<file path="config.mk">
export PLATFORM = sky130hd
export DESIGN_NAME = decrement_skip_exec
export DESIGN_NICKNAME = d
export VERILOG_FILES = /design/src/rtl/decrement_skip_pkg.sv /design/src/rtl/decrement_skip_exec.sv
export SDC_FILE = /design/constraint.sdc
export NUM_CORES = 1
export LEC_CHECK = 0
export ABC_AREA = 1
export BUFFER_PORTS_ARGS = -buffer_cell sky130_fd_sc_hd__buf_4
export CAP_MARGIN = 5
export CORE_MARGIN = 2
export CORE_UTILIZATION = 39
export CTS_CLUSTER_DIAMETER = 120
export DETAILED_ROUTE_END_ITERATION = 6
export PLACE_DENSITY = 0.83
export SYNTH_ARGS = -nofsm -noshare
export SYNTH_HDL_FRONTEND = slang
export SYNTH_SLANG_ARGS = --single-unit
</file>
<file path="constraint.sdc">
create_clock -name clock -period 1.5 [get_ports clock]
set_clock_uncertainty 0.15 [all_clocks]
set_input_delay 0.3 -clock clock [delete_from_list [all_inputs] [get_ports clock]]
set_output_delay 0.3 -clock clock [all_outputs]
set_load 0.01 [all_outputs]
</file>
<file path="src/rtl/decrement_skip_pkg.sv">
/*
  constants and types for the decrement-and-skip execution block.
  assumes one instruction clock and an external data memory port.
*/
// Contract
// - decrement register, d picks accumulator or register
// - zero result skips next word as no-op
// - nonzero result skips next word as no-op
// - a=0 access bank, a=1 bank-select value
// - skipped two-word instruction costs two no-ops
package decrement_skip_pkg;
  localparam logic [5:0] OPC_DEC_SKIP_ZERO    = 6'h0B;
  localparam logic [5:0] OPC_DEC_SKIP_NONZERO = 6'h13;
  localparam int         OPC_MSB              = 15;
  localparam int         OPC_LSB              = 10;
  localparam int         DEST_BIT             = 9;
  localparam int         BANK_ACCESS_BIT      = 8;
  localparam logic [3:0] ACCESS_BANK_LOW      = 4'h0;
  localparam logic [3:0] ACCESS_BANK_HIGH     = 4'hF;
  localparam logic [7:0] ACCESS_SPLIT         = 8'h80;
  localparam logic [7:0] WREG_RESET           = 8'h00;
  localparam logic [3:0] BANK_RESET           = 4'h0;

  typedef enum logic [1:0]
  {
    EXEC_RUN  = 2'b00,
    EXEC_SKIP = 2'b01
  } exec_state_type;
endpackage
</file>
<file path="src/rtl/decrement_skip_exec.sv">
/*
  execution of the two decrement-and-skip instructions.
  assumes the fetch unit presents one instruction word per cycle
  with a flag telling whether it opens a two-word instruction,
  and that data memory reads combinationally.
*/
module decrement_skip_exec
  import decrement_skip_pkg::*;
#(
  parameter int DATA_WIDTH = 8
)
(
  // clock and reset
  input  wire logic                  clock,
  input  wire logic                  rst,
  // instruction stream
  input  wire logic [15:0]           instr_word,
  input  wire logic                  instr_valid,
  input  wire logic                  instr_two_word,
  input  wire logic [3:0]            bank_select_value,
  // data memory
  output logic [11:0]                mem_addr,
  input  wire logic [DATA_WIDTH-1:0] mem_rdata,
  output logic                       mem_we,
  output logic [DATA_WIDTH-1:0]      mem_wdata,
  // accumulator, skip flag and status
  output logic [DATA_WIDTH-1:0]      wreg,
  output logic                       skipping,
  output logic                       status_we
);
  // ----------------------------------------------------------------
  // parameter check
  // ----------------------------------------------------------------
  if (DATA_WIDTH != 8)
  begin : g_bad_width
    $error("DATA_WIDTH must be 8");
  end

  // ----------------------------------------------------------------
  // decode
  // ----------------------------------------------------------------
  function automatic logic is_op(input logic [15:0] w,
                                 input logic [5:0] opc);
    is_op = (w[OPC_MSB:OPC_LSB] == opc);
  endfunction

  logic                  op_zero;
  logic                  op_nonzero;
  logic                  exec_ok;
  logic [DATA_WIDTH-1:0] result;
  logic                  take_skip;

  assign op_zero    = is_op(instr_word, OPC_DEC_SKIP_ZERO);
  assign op_nonzero = is_op(instr_word, OPC_DEC_SKIP_NONZERO);

  exec_state_type state_reg;
  exec_state_type state_next;
  logic [1:0]     skip_cnt_reg;
  logic [1:0]     skip_cnt_next;
  logic [DATA_WIDTH-1:0] wreg_reg;
  logic [DATA_WIDTH-1:0] wreg_next;

  assign exec_ok = instr_valid && (state_reg == EXEC_RUN);

  // ----------------------------------------------------------------
  // operand address and result
  // ----------------------------------------------------------------
  always_comb
  begin
    if (!instr_word[BANK_ACCESS_BIT])
      mem_addr = {(instr_word[7:0] < ACCESS_SPLIT) ? ACCESS_BANK_LOW
                                                   : ACCESS_BANK_HIGH,
                  instr_word[7:0]};
    else
      mem_addr = {bank_select_value, instr_word[7:0]};
  end

  assign result    = mem_rdata - 8'h01;
  assign mem_wdata = result;
  assign mem_we    = exec_ok && (op_zero || op_nonzero)
                     && instr_word[DEST_BIT];
  assign status_we = 1'b0;

  assign take_skip = exec_ok && ((op_zero && result == 8'h00)
                     || (op_nonzero && result != 8'h00));

  // ----------------------------------------------------------------
  // skip sequencing
  // ----------------------------------------------------------------
  always_comb
  begin
    state_next    = state_reg;
    skip_cnt_next = skip_cnt_reg;
    wreg_next     = wreg_reg;
    if (exec_ok && (op_zero || op_nonzero) && !instr_word[DEST_BIT])
      wreg_next = result;
    unique case (state_reg)
      EXEC_RUN:
      begin
        if (take_skip)
        begin
          state_next    = EXEC_SKIP;
          skip_cnt_next = 2'h0;
        end
      end
      EXEC_SKIP:
      begin
        if (instr_valid && instr_two_word && skip_cnt_reg == 2'h0)
          skip_cnt_next = 2'h1;
        else if (instr_valid)
          state_next = EXEC_RUN;
      end
      default:
        state_next = EXEC_RUN;
    endcase
  end

  always_ff @(posedge clock or posedge rst)
  begin
    if (rst)
    begin
      state_reg    <= EXEC_RUN;
      skip_cnt_reg <= 2'h0;
      wreg_reg     <= WREG_RESET;
    end
    else
    begin
      state_reg    <= state_next;
      skip_cnt_reg <= skip_cnt_next;
      wreg_reg     <= wreg_next;
    end
  end

  assign wreg     = wreg_reg;
  assign skipping = (state_reg == EXEC_SKIP);

  // ----------------------------------------------------------------
  // assertions
  // ----------------------------------------------------------------
  property p_wreg_dest;
    @(posedge clock) disable iff (rst)
      (exec_ok && (op_zero || op_nonzero) && !instr_word[DEST_BIT])
      |=> (wreg == $past(mem_rdata) - 8'h01);
  endproperty
  a_wreg_dest: assert property (p_wreg_dest)
    else $error("accumulator not loaded with decrement");

  property p_no_mem_write_w;
    @(posedge clock) disable iff (rst)
      !instr_word[DEST_BIT] |-> !mem_we;
  endproperty
  a_no_mem_write_w: assert property (p_no_mem_write_w)
    else $error("register written with d clear");

  property p_write_back;
    @(posedge clock) disable iff (rst)
      (exec_ok && (op_zero || op_nonzero) && instr_word[DEST_BIT])
      |-> mem_we && (mem_wdata == mem_rdata - 8'h01);
  endproperty
  a_write_back: assert property (p_write_back)
    else $error("register not written with decrement");

  property p_zero_skip;
    @(posedge clock) disable iff (rst)
      (exec_ok && op_zero && mem_rdata == 8'h01) |=> skipping;
  endproperty
  a_zero_skip: assert property (p_zero_skip)
    else $error("zero result did not skip");

  property p_zero_no_skip;
    @(posedge clock) disable iff (rst)
      (exec_ok && op_zero && mem_rdata != 8'h01) |=> !skipping;
  endproperty
  a_zero_no_skip: assert property (p_zero_no_skip)
    else $error("zero skip taken on nonzero result");

  property p_nonzero_skip;
    @(posedge clock) disable iff (rst)
      (exec_ok && op_nonzero && mem_rdata == 8'h01) |=> !skipping;
  endproperty
  a_nonzero_skip: assert property (p_nonzero_skip)
    else $error("nonzero skip taken on zero result");

  property p_nonzero_taken;
    @(posedge clock) disable iff (rst)
      (exec_ok && op_nonzero && mem_rdata != 8'h01) |=> skipping;
  endproperty
  a_nonzero_taken: assert property (p_nonzero_taken)
    else $error("nonzero result did not skip");

  property p_access_bank;
    @(posedge clock) disable iff (rst)
      instr_word[BANK_ACCESS_BIT] |-> mem_addr[11:8] == bank_select_value;
  endproperty
  a_access_bank: assert property (p_access_bank)
    else $error("bank select not used");

  property p_access_low;
    @(posedge clock) disable iff (rst)
      (!instr_word[BANK_ACCESS_BIT] && instr_word[7:0] < ACCESS_SPLIT)
      |-> mem_addr == {ACCESS_BANK_LOW, instr_word[7:0]};
  endproperty
  a_access_low: assert property (p_access_low)
    else $error("access bank not used");

  property p_two_word;
    @(posedge clock) disable iff (rst)
      (skipping && instr_valid && instr_two_word && skip_cnt_reg == 2'h0)
      |=> skipping;
  endproperty
  a_two_word: assert property (p_two_word)
    else $error("two-word skip ended early");

  property p_skip_ends;
    @(posedge clock) disable iff (rst)
      (skipping && instr_valid && !instr_two_word) |=> !skipping;
  endproperty
  a_skip_ends: assert property (p_skip_ends)
    else $error("skip lasted too long");

  property p_no_write_in_skip;
    @(posedge clock) disable iff (rst)
      skipping |-> !mem_we ##1 $stable(wreg);
  endproperty
  a_no_write_in_skip: assert property (p_no_write_in_skip)
    else $error("skipped word had effect");

  c_zero_skip: cover property (@(posedge clock) op_zero && take_skip);
  c_nz_skip:   cover property (@(posedge clock) op_nonzero && take_skip);
  c_two_word:  cover property (@(posedge clock)
                 skipping && instr_valid && instr_two_word);
endmodule

</file>
==> summary.md <==
| Metric | Value |
|---|---|
| Outcome | `finished with violations` |
| Failing checks | `negative setup slack` |
| Most frequent cell after synthesis | `nand2_1` |
| Seq pwr share | `0.345` |
| Vias in the first global route | `1110` |
| WL/cell | `15.5 um` |
| FF+latch count, synth | `10` |
| Post-Synth XOR/XNOR Area | `0.0105` |
| TritonCTS Buffers | `3` |
| Power per cell area | `about 630 nW/um^2` |
| Area growth, synth to finish | `92.6%` |
| WP data arrival | `between 1.5 and 2 ns` |
| Syn_area_per_cell | `approximately 6.9 um^2` |
| Critical Path Start Type | `primary input` |
| Die area | `2520 um^2` |
| Final GP Congestion | `0.768` |
| Crit Path Class | `primary input to flop` |
| Initial Util | `0.420` |
| Fmax | `620 MHz` |
| TritonCTS clock tree | `yes` |
| YS warnings | `0` |
| EDFF count, synth | `0` |
| Post-synthesis adder-cell area fraction | `0.0300` |
| Final setup vio count | `9` |
| Post-synth top cells | `38 x nand2_1, 14 x inv_1, 11 x nor2_1, 10 x buf_4, 10 x dfrtp_1` |
| Max reg flops | `8` |
| DRC | `0` |
| Top Usage Layer GRT | `met2` |
| Worst setup EP type | `flop` |
| Final hold vios | `0` |
| Worst-path clk slew | `0.07 ns` |
| Switch share | `0.341` |
| Routed wire length | `3390 um` |
| Post-synthesis simple-gate area fraction | `0.431` |
| TNS Setup | `-0.642 ns` |
| Detail Route Antenna Nets | `0` |
| Max-slew violation count | `0` |
| H-Tree Depth | `1` |
| Clk buf depth | `2` |
| Core Region | `1980 um^2` |
| Power, Total | `1.00 mW` |
| Synth area leader | `dfrtp_1` |
| Grt met1 use | `0.231` |
| 1st-iter DRT viols | `36` |
| Leakage | `0.854 nW` |
| Maxcap violations | `0` |
| Largest family of logic cells by synthesized area | `simple AND/OR/NAND/NOR gates` |
| Clock Power Share | `0.189` |
| Hold slack | `0.206 ns` |
| Crit path from | `mem_rdata[0]` |
| Mux cell area share after synthesis | `0` |
| Share of the synthesized area in the top cell type | `0.300` |
| FF-to-FF path depth | `9` |
| Clock latency on the worst-skew pair | `0.26 ns` |
| All-Layer GR Usage | `0.225` |
| FF-to-FF Start | `state_reg[0]$_DFFE_PP0P_` |
| Initial antenna violation count | `0` |
| Post-synthesis cell count | `120` |
| WP data required | `around 1.5 ns` |
| RSZ-0062 raised after global routing | `true` |
| First drt pass iteration count | `5` |
| Die Span Y | `50.2 um` |
| Tcrit/Tclk final | `1.07` |
| P_sw | `0.342 mW` |
| Top Ports | `63` |
| Pin count of the biggest net entering global routing | `13` |
| Dpl ws | `-0.188 ns` |
| Fillers | `approximately 120` |
| Final min period | `1.61 ns` |
| Hold Path Class | `primary input to flop` |
| Ant diodes | `0` |
| Critical path fanouts, max | `3` |
| Clock sinks | `10` |
| Post-DR vias/cell | `5.11` |
| Int Pwr | `0.662 mW` |
| Core Rows | `16` |
| First-pass GRT wire length | `4440 um` |
| Setup crit end | `state_reg[0]$_DFFE_PP0P_` |
| PnR worst setup slack | `-0.112 ns` |
| DR vias | `1114` |
| Top cells by area, synth | `dfrtp_1 30%, nand2_1 17%, buf_4 9.0%, nor2_4 6.8%, inv_1 6.3%` |
| Mapped Area | `833 um^2` |
| Comb power frac | `0.466` |
| Layout cell share with drive strength beyond 1 | `0.618` |
| Post-Syn Nets | `154` |
| Synth unique cells | `19` |
| Reg-to-reg endpoint | `skip_cnt_reg[0]$_DFFE_PP0P_` |
| Post-synthesis compound-gate area fraction | `0.0661` |
| Root Driver | `clkbuf_4` |
| Commonest register cell after synthesis | `dfrtp_1` |
| Register area share after synthesis | `0.300` |
| # nets final | `227` |
| Global-route met2 utilization | `0.430` |
| Peak supply drop | `roughly 560 uV` |
| Met3 global-route usage | `0.0268` |
| Worst R2R Setup Slack | `-0.06 ns` |
| Port buffer count | `47` |
| Post-synth ARST share | `1.00` |
| Die W | `50.2 um` |
| Overflow after GRT | `0` |
| Final HPWL DP | `1840 um` |
-- cell type report --
cell class	count	area, um^2	area share
Timing Repair Buffer	77	644	0.401
Tap cell	27	33.8	0.0210
Inverter	15	71.3	0.0444
Sequential cell	10	250	0.156
Multi-Input combinational cell	86	583	0.363
Clock buffer	3	22.5	0.0140
-- logic make-up (layout without fill, tap and decap cells) --
kind of cell	Yosys count	in the layout
AND/OR/NAND/NOR	72	73
buffers and inverters	25	95
flip-flops	10	10
AO/OA/AOI/OAI	9	9
adder cells (fa/ha/maj)	2	2
other	1	1
XOR/XNOR	1	1
-- worst max-delay path, cell delays in order --
cell and delay, ns:
buf_8 0.11, inv_8 0.05, ha_4 0.16, buf_6 0.12, nand3_4 0.07, nand2_2 0.09, nand2_2 0.08, buf_6 0.13
nor2_4 0.10, nand4_1 0.19, nand3_4 0.13, nand2_2 0.06
-- routing by layer --
layer / vias up / part of all wire
li1: 514 / -
met1: 526 / 0.37
met2: 58 / 0.55
met3: 16 / 0.049
met4: 0 / 0.030
met5: - / 0
-- placed cells by master, fill, tap and decap left out --
cell type / Yosys / routed
conb_1: 1 / 1
nand3_4: 0 / 2
buf_8: 0 / 3
nor3_4: 0 / 1
nand3b_1: 1 / 1
nand4_1: 4 / 4
buf_6: 0 / 11
inv_4: 0 / 3
o21ai_0: 5 / 4
nand2_1: 38 / 28
o21ai_1: 0 / 1
o21a_1: 4 / 4
inv_8: 0 / 1
xnor2_4: 0 / 1
clkbuf_4: 0 / 3
buf_4: 10 / 62
ha_1: 2 / 1
nand3_2: 2 / 1
nand2_4: 0 / 2
dfrtp_1: 10 / 10
dlygate4sd3_1: 0 / 1
nor2_2: 1 / 6
nand3_1: 5 / 4
inv_1: 14 / 10
nand2_2: 4 / 12
nor2_1: 11 / 4
ha_4: 0 / 1
inv_2: 1 / 1
nor2_4: 5 / 8
-- power groups by stage --
stage	Clock, mW	Sequential [mW]	Combinational [mW]
floorplan	0	0.364	0.152
global placement	0	0.347	0.344
detailed placement	0	0.348	0.356
CTS	0.180	0.343	0.403
global route	0.195	0.352	0.499
finish	0.190	0.347	0.468
-- worst min-delay path by stage --
stage / start / depth (start not counted) / endpoint / slack, ns
3_5_place_dp: rst / 2 / wreg[0]$_DFFE_PP0P_ / 0.15
6_report: instr_word[9] / 3 / wreg[5]$_DFFE_PP0P_ / 0.21
4_1_cts: instr_word[9] / 3 / wreg[5]$_DFFE_PP0P_ / 0.18
5_1_grt: instr_word[9] / 3 / wreg[5]$_DFFE_PP0P_ / 0.24
2_1_floorplan: rst / 1 / skip_cnt_reg[0]$_DFFE_PP0P_ / -0.01
3_3_place_gp: rst / 2 / wreg[0]$_DFFE_PP0P_ / 0.14
-- timing repair --
action | 4_1_cts | 5_1_grt
hold buffers | 1 | 0
endpoints found under the setup margin | 6 | 13
hold endpoints to repair | 10 | 0
resized for setup | 21 | 32
cloned | 0 | 1
buffers inserted | 14 | 4
pin swaps | 13 | 20
-- metrics by stage --
stage,std cells,utilization,instance area [um^2]
6_report,218,0.810,1610
5_1_grt,218,0.810,1610
4_1_cts,214,0.737,1460
3_5_place_dp,196,0.636,1260
3_3_place_gp,196,0.636,1260
2_1_floorplan,120,-,858
Power figures use the tool's default switching activity.
